### config.mk
export PLATFORM = sky130hd
export DESIGN_NAME = wdrf_top
export DESIGN_NICKNAME = d
export VERILOG_FILES = /design/src/rtl/wdrf_tick.v /design/src/rtl/wdrf_top.v
export VERILOG_INCLUDE_DIRS = /design/src /design/src/rtl
export SDC_FILE = /design/constraint.sdc
export NUM_CORES = 1
export LEC_CHECK = 0
export ABC_CLOCK_PERIOD_IN_PS = 3500
export BUFFER_PORTS_ARGS = -buffer_cell sky130_fd_sc_hd__buf_2
export CAP_MARGIN = 10
export CELL_PAD_IN_SITES_DETAIL_PLACEMENT = 1
export CELL_PAD_IN_SITES_GLOBAL_PLACEMENT = 1
export CORE_AREA = 2 2 110 112
export CTS_CLUSTER_DIAMETER = 30
export DETAILED_ROUTE_END_ITERATION = 8
export DIE_AREA = 0 0 112 114
export GPL_TIMING_DRIVEN = 0
export MAX_ROUTING_LAYER = met4
export PLACE_DENSITY_LB_ADDON = 0.1
export SYNTH_ARGS = -nofsm -noshare
export SYNTH_HDL_FRONTEND = slang
export SYNTH_SLANG_ARGS = --single-unit
### constraint.sdc
create_clock -name ref_clk -period 3.5 [get_ports ref_clk]
set_input_delay 1.05 -clock ref_clk [delete_from_list [all_inputs] [get_ports ref_clk]]
set_output_delay 1.05 -clock ref_clk [all_outputs]
set_load 0.02 [all_outputs]
### src/rtl/wdrf_map.vh
// constants and summary for the watchdog and recovery-frequency block
// Summary of operation
// - Recovery source select 0: recovery frequency comes from latched strap code.
// - Recovery source select 1: timeout switches CPU to recovery N/M dividers.
// - Ratio follows latched strap when override clear, programmed ratio field when set.
// - Writing either recovery divider byte starts a new load immediately.
// - Run control 0 stops the counter and reloads the timeout value.
// - Run control 1 counts down only after an output frequency change.
// - Expired flag reads 0 without timeout; writing 0 does nothing.
// - Expired flag reads 1 after timeout; writing 1 clears it.
// - Counter reaching zero sets the expired flag.
// - Five-bit timeout count holds the timeout in selected time units.
// - Unit select 0 picks 150 ms, spanning 150 ms to 4.8 s.
// - The 2.5 s unit spans 2.5 s to 80 s.
`ifndef WDRF_MAP_VH
`define WDRF_MAP_VH

// ==========================================================
// clock and time units
`define WDRF_CLK_KHZ 50000
`define WDRF_UNIT_SHORT_MS 150
`define WDRF_UNIT_LONG_MS 2500
`define WDRF_UNIT_SHORT_CYC (`WDRF_UNIT_SHORT_MS * `WDRF_CLK_KHZ)
`define WDRF_UNIT_LONG_CYC (`WDRF_UNIT_LONG_MS * `WDRF_CLK_KHZ)
`define WDRF_UNIT_SEL_SHORT 1'b0
`define WDRF_UNIT_SEL_LONG 1'b1

// ==========================================================
// field widths and reset values
`define WDRF_DIV_N_W 8
`define WDRF_DIV_M_W 7
`define WDRF_CODE_W 5
`define WDRF_CNT_W 6
`define WDRF_DIV_N_RST 8'h00
`define WDRF_DIV_M_RST 7'h00
`define WDRF_CODE_RST 5'h00
`define WDRF_COUNT_ZERO_UNITS 6'h20

// ==========================================================
// watchdog states
`define WDRF_ST_STOP 2'h0
`define WDRF_ST_ARMED 2'h1
`define WDRF_ST_COUNT 2'h2
`define WDRF_ST_DONE 2'h3

`endif

### src/rtl/wdrf_tick.v
// time-unit tick generator for the watchdog counter
`include "wdrf_map.vh"

module wdrf_tick #(
	parameter integer SHORT_CYCLES = `WDRF_UNIT_SHORT_CYC,
	parameter integer LONG_CYCLES = `WDRF_UNIT_LONG_CYC
) (
	// clock and reset
	input wire ref_clk,
	input wire reset,
	// control
	input wire restart,
	input wire run,
	input wire unit_long,
	// result
	output reg tick
);

	// ==========================================================
	// unit counter
	reg [31:0] cnt_q;
	wire [31:0] last_w;

	// unit select 0 is the short unit, 1 the long unit
	assign last_w = unit_long ? LONG_CYCLES - 1 : SHORT_CYCLES - 1;

	always @(posedge ref_clk or posedge reset) begin
		if (reset) begin
			cnt_q <= 32'h00000000;
			tick <= 1'b0;
		end else if (restart || !run) begin
			cnt_q <= 32'h00000000;
			tick <= 1'b0;
		end else if (cnt_q >= last_w) begin
			cnt_q <= 32'h00000000;
			tick <= 1'b1;
		end else begin
			cnt_q <= cnt_q + 32'h00000001;
			tick <= 1'b0;
		end
	end

endmodule

### src/rtl/wdrf_top.v
// watchdog timer and recovery-frequency selection
`include "wdrf_map.vh"

module wdrf_top #(
	parameter integer SHORT_CYCLES = `WDRF_UNIT_SHORT_CYC,
	parameter integer LONG_CYCLES = `WDRF_UNIT_LONG_CYC
) (
	// clock and reset
	input wire ref_clk,
	input wire reset,
	// strap pins
	input wire [4:0] strap_frequency_code,
	// control byte bits
	input wire recovery_source_select,
	input wire strap_ratio_override,
	input wire [4:0] ratio_select,
	input wire watchdog_run_control,
	input wire watchdog_time_unit,
	input wire [4:0] watchdog_timeout_count,
	// recovery divider byte writes
	input wire n_wr_stb,
	input wire [7:0] n_wr_data,
	input wire m_wr_stb,
	input wire [6:0] m_wr_data,
	// expired flag write
	input wire flag_wr_stb,
	input wire flag_wr_data,
	// frequency change event from the programmed-frequency logic
	input wire freq_change,
	// register readback
	output reg [7:0] recovery_divider_n,
	output reg [6:0] recovery_divider_m,
	output reg watchdog_expired_flag,
	output reg [5:0] watchdog_count_now,
	// latched strap and ratio
	output reg [4:0] strap_latched,
	output reg [4:0] ratio_code,
	// recovery frequency towards the synthesizer
	output reg recovery_load,
	output reg recovery_switch,
	output reg recovery_use_dividers,
	output reg [7:0] recovery_n_out,
	output reg [6:0] recovery_m_out,
	output reg [4:0] recovery_strap_out
);

	// ==========================================================
	// strap latch, caught on the first edge after reset release
	reg strap_taken_q;

	always @(posedge ref_clk or posedge reset) begin
		if (reset) begin
			strap_taken_q <= 1'b0;
			strap_latched <= `WDRF_CODE_RST;
		end else if (!strap_taken_q) begin
			strap_taken_q <= 1'b1;
			strap_latched <= strap_frequency_code;
		end
	end

	// ==========================================================
	// ratio select
	always @(posedge ref_clk or posedge reset) begin
		if (reset) begin
			ratio_code <= `WDRF_CODE_RST;
		end else if (strap_ratio_override) begin
			ratio_code <= ratio_select;
		end else begin
			ratio_code <= strap_latched;
		end
	end

	// ==========================================================
	// recovery divider registers
	always @(posedge ref_clk or posedge reset) begin
		if (reset) begin
			recovery_divider_n <= `WDRF_DIV_N_RST;
			recovery_divider_m <= `WDRF_DIV_M_RST;
			recovery_load <= 1'b0;
		end else begin
			if (n_wr_stb) begin
				recovery_divider_n <= n_wr_data;
			end
			if (m_wr_stb) begin
				recovery_divider_m <= m_wr_data;
			end
			// each byte write loads on its own, without waiting for the other
			recovery_load <= n_wr_stb | m_wr_stb;
		end
	end

	// ==========================================================
	// timeout reload value: code 0 stands for 32 units
	wire [5:0] reload_w;

	assign reload_w = (watchdog_timeout_count == 5'h00) ? `WDRF_COUNT_ZERO_UNITS :
		{1'b0, watchdog_timeout_count};

	// ==========================================================
	// unit tick
	wire tick_w;
	reg [1:0] state_q;
	reg [1:0] state_d;
	reg tick_restart;

	wdrf_tick #(
		.SHORT_CYCLES(SHORT_CYCLES),
		.LONG_CYCLES(LONG_CYCLES)
	) u_tick (
		.ref_clk(ref_clk),
		.reset(reset),
		.restart(tick_restart),
		.run(state_q == `WDRF_ST_COUNT),
		.unit_long(watchdog_time_unit),
		.tick(tick_w)
	);

	// ==========================================================
	// watchdog state machine
	reg [5:0] count_d;
	reg expire_w;

	always @* begin
		state_d = state_q;
		count_d = watchdog_count_now;
		tick_restart = 1'b0;
		expire_w = 1'b0;
		case (state_q)
			`WDRF_ST_STOP: begin
				count_d = reload_w;
				if (watchdog_run_control) begin
					state_d = `WDRF_ST_ARMED;
				end
			end
			`WDRF_ST_ARMED: begin
				count_d = reload_w;
				if (freq_change) begin
					state_d = `WDRF_ST_COUNT;
					tick_restart = 1'b1;
				end
			end
			`WDRF_ST_COUNT: begin
				if (freq_change) begin
					count_d = reload_w;
					tick_restart = 1'b1;
				end else if (tick_w) begin
					count_d = watchdog_count_now - 6'h01;
					if (watchdog_count_now == 6'h01) begin
						state_d = `WDRF_ST_DONE;
						expire_w = 1'b1;
					end
				end
			end
			`WDRF_ST_DONE: begin
				count_d = 6'h00;
			end
			default: begin
				state_d = `WDRF_ST_STOP;
				count_d = reload_w;
			end
		endcase
		if (!watchdog_run_control) begin
			state_d = `WDRF_ST_STOP;
			count_d = reload_w;
			tick_restart = 1'b1;
			expire_w = 1'b0;
		end
	end

	always @(posedge ref_clk or posedge reset) begin
		if (reset) begin
			state_q <= `WDRF_ST_STOP;
			watchdog_count_now <= `WDRF_COUNT_ZERO_UNITS;
		end else begin
			state_q <= state_d;
			watchdog_count_now <= count_d;
		end
	end

	// ==========================================================
	// expired flag: a timeout in the clearing cycle wins
	always @(posedge ref_clk or posedge reset) begin
		if (reset) begin
			watchdog_expired_flag <= 1'b0;
		end else if (expire_w) begin
			watchdog_expired_flag <= 1'b1;
		end else if (flag_wr_stb && flag_wr_data) begin
			watchdog_expired_flag <= 1'b0;
		end
	end

	// ==========================================================
	// recovery frequency selection on timeout
	always @(posedge ref_clk or posedge reset) begin
		if (reset) begin
			recovery_switch <= 1'b0;
			recovery_use_dividers <= 1'b0;
			recovery_n_out <= `WDRF_DIV_N_RST;
			recovery_m_out <= `WDRF_DIV_M_RST;
			recovery_strap_out <= `WDRF_CODE_RST;
		end else begin
			recovery_switch <= expire_w;
			if (expire_w) begin
				recovery_use_dividers <= recovery_source_select;
				recovery_n_out <= recovery_divider_n;
				recovery_m_out <= recovery_divider_m;
				recovery_strap_out <= strap_latched;
			end
		end
	end

endmodule

# After elaboration in Yosys (flattened, before gate mapping)
# Index checks and enable logic that the tools add are counted.
# op_classes
order_cmp	1
n_bitwise	1
mux	27
n_eq_ne	10
addsub	2
reduce_logical	9
# op_table
op	n
32-bit two-way mux	2
32-bit by 1-bit adder with 32-bit output, second input constant	1
32-bit greater-or-equal comparator	1
27-bit two-way mux	1
6-bit two-way mux	4
6-bit case mux with 3 select lines	1
1-bit two-way mux	12
3-bit inequality test, second input constant	4
2-bit two-way mux	5
6-bit by 1-bit equality test with 1-bit output, second input constant	1
2-bit case mux with 3 select lines	1
6-bit by 1-bit subtractor with 6-bit output, second input constant	1
5-bit logical NOT	1
5-bit two-way mux	1
5-bit AND reduction	1
2-bit equality test, second input constant	2
4-bit by 1-bit inequality test with 1-bit output, second input constant	1
4-bit inequality test, second input constant	1
2-bit OR reduction	2
2-bit by 1-bit equality test with 1-bit output, second input constant	1
2-bit logical NOT	1
2-bit nonzero test	1
1-bit logical AND	1
1-bit logical NOT	1
2 further kinds	2
# word_totals
wordCells	66
ff_bits	91
out_inout_bits	55
input_bits	41

# Longest topological paths before layout
# Gate-level depths: netlist of the first run.
# depth
depth_word	7
depth_mapped	9
ltp_nobuf	7

# By module
# Synthesis of the first run repeated with hierarchy kept, for this count alone.
# hier_totals
hier_cells	376
hier_area_um2	4549.4
# by_module_without_submodules
mod	instances	area_per_inst_um2	cells_per_inst
wdrf_top	1	2557.5	183
wdrf_tick	1	1991.9	193

# Least setup slack after synthesis of the first run
# No wires, ideal clock.
# synth_timing
kind	input to register
from	input watchdog_time_unit
to	register u_tick.cnt_q[20]
arrival_time_ns	2.686
setup_time_ns	0.083
stages	9
path_buffers	2
slack_ns	0.731
cell_sequence	inv_1 ha_1 and3_1 a221o_1 a221oi_2 o41ai_2 buf_6 buf_6 nor3_2
# synth_via
elab_chain_len	4
# synth_rtl
item	line_no	rtl
start: declaration	wdrf_top.v:18	input wire watchdog_time_unit,
27-bit two-way mux	wdrf_tick.v:25	assign last_w = unit_long ? LONG_CYCLES - 1 : SHORT_CYCLES - 1;
32-bit greater-or-equal comparator	wdrf_tick.v:34	end else if (cnt_q >= last_w) begin
32-bit two-way mux	wdrf_tick.v:34	
32-bit two-way mux	wdrf_tick.v:31	end else if (restart || !run) begin
end signal: assignment	wdrf_tick.v:38	cnt_q <= cnt_q + 32'h00000001;
end: declaration	wdrf_tick.v:21	reg [31:0] cnt_q;
# Every way passes these cells.
# A chain may end at the register's enable or synchronous reset.

# Worst setup path after layout of the first run
# layout_timing
from	input watchdog_time_unit
to	register u_tick.cnt_q[25]
# Same word-level chain as after synthesis.

==> results of run 1 <==
==> cells by family (layout without fill, tap and decap cells) <==
kind of cell | Yosys count | after routing | share of synthesized area
other cells | 2 | 5 | 0.00174
fa+ha+maj | 17 | 17 | 0.0491
xor+xnor | 27 | 27 | 0.0546
flops | 91 | 91 | 0.526
mux | 26 | 26 | 0.0674
buf+inv | 31 | 141 | 0.0318
simple gates | 181 | 181 | 0.209
compound gates | 35 | 35 | 0.0598
==> final timing paths <==
check / to / slack, ns / depth (start not counted)
min: recovery_m_out[3] / 0.47 / 2
max in group asynchronous: watchdog_count_now[5] / 2.12 / 3
max reg2reg: u_tick.cnt_q[25] / 1.18 / 8
min reg2reg: recovery_m_out[3] / 0.47 / 2
max: u_tick.cnt_q[25] / 0.60 / 10
min in group asynchronous: recovery_n_out[5] / 0.69 / 2
==> flip-flops by register name (all words and copies together) (netlist names), 2 cells and up <==
name and cells:
ratio_code 5, recovery_divider_m 7, recovery_divider_n 8, recovery_m_out 7
recovery_n_out 8, recovery_strap_out 5, state_q 2, strap_latched 5
u_tick.cnt_q 32, watchdog_count_now 6
==> worst max-delay path: stages <==
cell and delay (ns):
buf_2 0.13, inv_1 0.24, ha_1 0.28, and3_1 0.17, a221o_1 0.35, a221oi_2 0.30
o41ai_2 0.13, buf_6 0.16, buf_6 0.15, nor3_2 0.18
==> layout by cell type (no fill, tap or decap), drive strengths merged, types with 2 or more instances in the layout <==
cell / Yosys / layout
o21ai: 3 / 3
a22o: 2 / 2
nor2b: 2 / 2
dfrtp: 90 / 90
xor2: 7 / 7
nor3: 37 / 37
a211oi: 2 / 2
inv: 14 / 15
nand2b: 2 / 2
conb: 2 / 5
nand3: 13 / 13
mux2: 25 / 25
and3: 4 / 4
clkinv: 0 / 3
clkbuf: 10 / 21
or3: 2 / 2
nand4: 6 / 6
xnor2: 20 / 20
o211ai: 2 / 2
nor4: 8 / 8
a41oi: 2 / 2
ha: 17 / 17
o21bai: 2 / 2
buf: 7 / 101
a221oi: 2 / 2
and4: 3 / 3
o21a: 3 / 3
a21oi: 10 / 10
nor2: 18 / 18
nand2: 78 / 78
or2: 3 / 3
==> report_power, final <==
part / total, mW / switching, mW / internal [mW]
logic: 0.427 / 0.257 / 0.170
registers: 1.17 / 0.0566 / 1.11
clock network: 0.895 / 0.410 / 0.485
==> area by class of cell <==
class / instances / area, um2
fill: 1366 / 6420
sequential: 91 / 2280
multi-input combinational: 291 / 1920
timing repair buffer: 94 / 493
clock buffer: 11 / 233
tap: 147 / 184
buffer: 17 / 85.1
inverter: 14 / 55.1
clock inverter: 5 / 38.8
==> layer usage <==
metal | track usage | wire length (um) | up-vias
met5 | - | 0 | -
met4 | 0.0683 | 167 | 0
met3 | 0.0404 | 497 | 13
met2 | 0.280 | 4900 | 66
met1 | 0.228 | 4670 | 1662
li1 | - | - | 1619
==> per-stage QoR <==
step                      hold WS [ns]   util  instance area, um2  setup WS (ns)  std cells
after floorplan                  0.470      -                4340         0.0880        413
after global placement           0.454  0.426                4990          -1.15        653
after detailed placement         0.457  0.429                5020          0.211        654
after CTS                        0.473  0.452                5290          0.579        670
after global routing             0.508  0.452                5290          0.479        670
final                            0.466  0.452                5290          0.602        670
==> results.sh, run 1 <==
export IMPL_syn2layout_area_growth_pct=22.2
export IMPL_drt_pass1_iterations=4
export IMPL_port_buffers=93
export IMPL_wl_per_cell_um=15.3
export IMPL_track_usage=0.178
export IMPL_relSlewSlack=0.532
export IMPL_hold_path_startpoint="recovery_m_out[3]"
export IMPL_finalMaxSlewViolations=0
export IMPL_crit_start="watchdog_time_unit"
export IMPL_fin_nets=576
export IMPL_path_class="input port to flop"
export IMPL_min_period_ns=2.90
export IMPL_clock_path_buffers=2
export IMPL_hold_viol_final=0
export IMPL_period_share=0.828
export IMPL_layout_drive_gt1_share=0.306
export IMPL_ir_worst_vdd_mv=0.311
export IMPL_grt_overflow_total=0
export IMPL_status="complete, no violations"
export IMPL_ant_nets=0
export IMPL_dieHeight_um=114
export IMPL_antenna_cells=0
export IMPL_cts_sinks=91
export IMPL_hpwl_mm=7.52
export IMPL_htreeDepth=3
export IMPL_synthMostInstantiatedCell="dfrtp_1"
export IMPL_drv_cap=0
export IMPL_grt_pass1_wl_mm=17.7
export IMPL_worstSetupStartpointType="input port"
export IMPL_synthDominantCellAreaShare=0.520
export IMPL_io_pins=96
export IMPL_tns_ns=0
export IMPL_synth_area_leaders="dfrtp_1 (52%), nand2_1 (6.8%), mux2_2 (6.5%), ha_1 (4.9%), xnor2_1 (4.0%)"
export IMPL_cts_tree="done"
export IMPL_ys_ff_latch=91
export IMPL_cp_required_ns=3.76
export IMPL_tightest_slew_ns=0.702
export IMPL_vias=3360
export IMPL_vias_per_cell=5.01
export IMPL_antenna_found_initial=0
export IMPL_drc=0
export IMPL_grt_pass1_vias=3641
export IMPL_rows=40
export IMPL_crit_arrival_ns=3.16
export IMPL_post_cts_buffers=0
export IMPL_ys_warnings_count=0
export IMPL_p_leak_nw=2.50
export IMPL_rr_startpoint="u_tick.cnt_q[7]"
export IMPL_power_density_nw_per_um2=471
export IMPL_syn_inst=410
export IMPL_yosysUniqueCellTypes=49
export IMPL_worstHoldPathType="flop to flop"
export IMPL_ys_top_cells_by_count="dfrtp_1 (90), nand2_1 (78), nor3_1 (27), mux2_2 (25), xnor2_1 (20)"
export IMPL_insertion_delay_ns=0.34
export IMPL_ys_flop_type="dfrtp_1"
export IMPL_cp_max_fo=10
export IMPL_ys_seq_area_frac=0.526
export IMPL_drtIter0Drc=170
export IMPL_synth_top_cell_by_area="dfrtp_1"
export IMPL_synth_avg_cell_area_um2=10.6
export IMPL_cts_made_buffers=9
export IMPL_cts_resized_gates=0
export IMPL_clk_pin_slew_ns=0.06
export IMPL_fin_total_pwr_mw=2.49
export IMPL_rsz0062_at_grt="no"
export IMPL_max_freq_mhz=345
export IMPL_die_area_um2=12800
export IMPL_synth_edff_count=0
export IMPL_end_kind="flop"
export IMPL_drt_wl_total_mm=10.2
export IMPL_grt_max_degree=62
export IMPL_netlist_area_um2=4330
export IMPL_start_util=0.370
export IMPL_coreArea_um2=11700
export IMPL_dieWidth_um=112
export IMPL_setup_violations=0
export IMPL_gp_congestion=0.824
export IMPL_cts_root_buf="clkbuf_16"
export IMPL_hold_buffers=0
export IMPL_finalClockSkew_ns=0.00699
export IMPL_synth_async_sr_flop_share=1.00
Note: power is estimated with default switching activity, not from simulation.
==> run 2: changes to the inputs <==
- ABC_AREA: not set -> 1
- ABC_CLOCK_PERIOD_IN_PS: 3500 -> 2600
- CORE_AREA: 2 2 110 112 -> 2 2 115 117
- DIE_AREA: 0 0 112 114 -> 0 0 117 119
- clock period: 3.5 -> 2.6 ns (I/O delays scaled with it)
==> results.sh, run 2 <==
export IMPL_status="complete, no violations"
export IMPL_ff2ff_setup_slack_ns=0.71
export IMPL_ys_top_cells_by_count="nand2_1 (130), dfrtp_1 (90), inv_1 (70), nor2_1 (55), o21ai_0 (42)"
export IMPL_antenna_found_initial=0
export IMPL_synth_top_cell_by_area="dfrtp_1"
export IMPL_finalMaxSlewViolations=0
export IMPL_drt_pass1_iterations=5
export IMPL_synth_async_sr_flop_share=1.00
export IMPL_fin_cells=832
export IMPL_crit_start="watchdog_time_unit"
export IMPL_insertion_delay_ns=0.34
export IMPL_syn2layout_area_growth_pct=22.4
export IMPL_clock_path_buffers=2
export IMPL_design_area_um2=5590
export IMPL_crit_path_frequent_cell="inv_1"
export IMPL_pre_cts_slack_ns=-0.0673
export IMPL_period_share=0.876
export IMPL_hold_viol_final=0
export IMPL_power_density_nw_per_um2=598
export IMPL_ys_flop_type="dfrtp_1"
export IMPL_ff2ff_path_depth=11
export IMPL_grt_max_degree=38
export IMPL_synthMostInstantiatedCell="nand2_1"
export IMPL_yosysUniqueCellTypes=34
export IMPL_port_buffers=93
export IMPL_rows=42
export IMPL_synth_avg_cell_area_um2=8.40
export IMPL_coreArea_um2=12900
export IMPL_netlist_area_um2=4570
export IMPL_htreeDepth=3
export IMPL_drt_wl_total_mm=11.6
export IMPL_cts_resized_gates=0
export IMPL_antenna_cells=0
export IMPL_layout_top_registers="u_tick.cnt_q: 32 flops, recovery_divider_n: 8 flops, recovery_n_out: 8 flops"
export IMPL_synth_top_family_by_area="simple AND/OR/NAND/NOR gates"
export IMPL_cp_required_ns=2.83
export IMPL_grt_pass1_wl_mm=19.8
export IMPL_setup_violations=0
export IMPL_drtIter0Drc=139
export IMPL_ant_nets=0
export IMPL_post_cts_buffers=0
export IMPL_synthDominantCellAreaShare=0.493
export IMPL_hold_slack_ns=0.486
export IMPL_max_freq_mhz=439
export IMPL_tns_ns=0
export IMPL_cts_made_buffers=9
export IMPL_final_common_cell="nand2_1"
export IMPL_cp_max_fo=10
export IMPL_crit_chain="buf_2 -> inv_1 -> ha_1 -> inv_1 -> nor2_1 -> nand3_1 -> nor2_2 -> inv_1 -> nor2_1 -> nand2_2 -> nand3_4 -> buf_12 -> nor2_2"
export IMPL_finalClockSkew_ns=0.00481
export IMPL_drc=0
export IMPL_gp_congestion=0.805
export IMPL_final_cell_mix="nand2_1 (130), buf_2 (94), dfrtp_1 (90), inv_1 (69), nor2_1 (55)"
export IMPL_crit_arrival_ns=2.51
export IMPL_dp_cells=818
export IMPL_rr_startpoint="u_tick.cnt_q[26]"
export IMPL_placed_area_um2=5310
export IMPL_r2r_end="u_tick.cnt_q[22]"
export IMPL_synth_simple_gate_area_share=0.252
export IMPL_fin_ws_ns=0.323
export IMPL_grt_overflow_total=0
export IMPL_die_area_um2=13900
export IMPL_layout_drive_gt1_share=0.232
export IMPL_vias=3896
export IMPL_ys_warnings_count=0
export IMPL_worstHoldPathType="input port to asynchronous set/reset pin"
export IMPL_ys_ff_latch=91
export IMPL_regMostFlops="u_tick.cnt_q"
export IMPL_clk_pin_slew_ns=0.06
export IMPL_dieHeight_um=119
export IMPL_hpwl_mm=8.94
export IMPL_largest_reg_flops=32
export IMPL_start_util=0.355
export IMPL_cts_root_buf="clkbuf_16"
export IMPL_end_kind="flop"
export IMPL_io_pins=96
export IMPL_cts_tree="done"
export IMPL_endpoint="u_tick.cnt_q[22]"
export IMPL_dieWidth_um=117
export IMPL_worstSetupStartpointType="input port"
export IMPL_synth_xor_area_frac=0.0383
export IMPL_max_stage_delay_ns=0.33
export IMPL_rsz0062_at_grt="no"
export IMPL_crit_slowest_cell="ha_1"
export IMPL_synth_compound_area_frac=0.0871
export IMPL_hold_buffers=0
export IMPL_synth_area_leaders="dfrtp_1 (49%), nand2_1 (11%), inv_1 (5.8%), ha_1 (4.7%), o21ai_0 (4.6%)"
export IMPL_grt_pass1_vias=4123
export IMPL_wl_per_cell_um=13.9
export IMPL_relSlewSlack=0.629
export IMPL_cts_sinks=91
export IMPL_drv_cap=0
export IMPL_fin_nets=711
export IMPL_min_period_ns=2.28
export IMPL_ir_worst_vdd_mv=0.416
export IMPL_synthMuxAreaShare=0
export IMPL_path_class="input port to flop"
export IMPL_p_leak_nw=2.77
export IMPL_track_usage=0.187
export IMPL_synthAdderAreaFrac=0.0466
export IMPL_synth_edff_count=0
export IMPL_ys_seq_area_frac=0.499
export IMPL_tightest_slew_ns=0.555
export IMPL_vias_per_cell=4.68
export IMPL_syn_inst=544
-- run 2: cell count changes in the layout (fill, tap and decap cells not counted), sizes merged, moves of 5 or more --
cell / delta
mux2: -25
o21ai: +49
nor2: +64
nand4: +5
xnor2: -14
nand3: +9
inv: +55
nor4: -8
nor3: -31
nand2: +57
xor2: +7
-- run 2: cell families after synthesis --
kind of cell               after synthesis
and+or+nand+nor                        259
DFF                                     91
buffers and inverters                   82
AOI/OAI and AO/OA                       73
xor gates and xnor gates                20
adders and majority gates               17
other                                    2
-- run 2: final cells by class --
cell class	count	area, um2
repair buffers	95	505
fillers	1580	7280
multi-input cells	374	1960
flip-flops and latches	91	2280
clock inverters	4	53.8
well taps	176	220
clock buffers	10	229
plain buffers	11	78.8
inverters	71	270
-- run 2: worst max-delay path: cells and delay by family --
kind,cells,cell delay [ns]
simple gates,7,0.80
buf+inv,5,0.59
fa+ha+maj,1,0.33
-- run 2: routing by layer --
layer	up-vias	track usage	share of wire
met3	12	0.0560	0.056
met5	-	-	0
met1	1878	0.233	0.45
met4	0	0.0581	0.018
li1	1926	-	-
met2	80	0.292	0.47
-- run 2: where the power goes --
group / switching [mW] / leakage, nW / internal, mW
Clock: 0.546 / 0.131 / 0.736
Sequential: 0.0541 / 1.19 / 1.50
Combinational: 0.336 / 1.45 / 0.173
Total: 0.936 / 2.77 / 2.41
-- run 2: stage by stage --
step                utilization  power, mW
global placement          0.409       2.06
CTS                       0.434       3.39
detailed placement        0.412       2.09
global route              0.434       3.51
finish                    0.434       3.34
floorplan                     -       1.90
-- run 2: how the worst min path moves through the flow --
stage                            end  depth (start not counted)
2_1_floorplan        u_tick.cnt_q[0]                          1
3_3_place_gp       recovery_m_out[6]                          2
3_5_place_dp   watchdog_expired_flag                          2
4_1_cts        watchdog_expired_flag                          2
5_1_grt        recovery_divider_n[2]                          2
6_report       recovery_divider_n[2]                          2
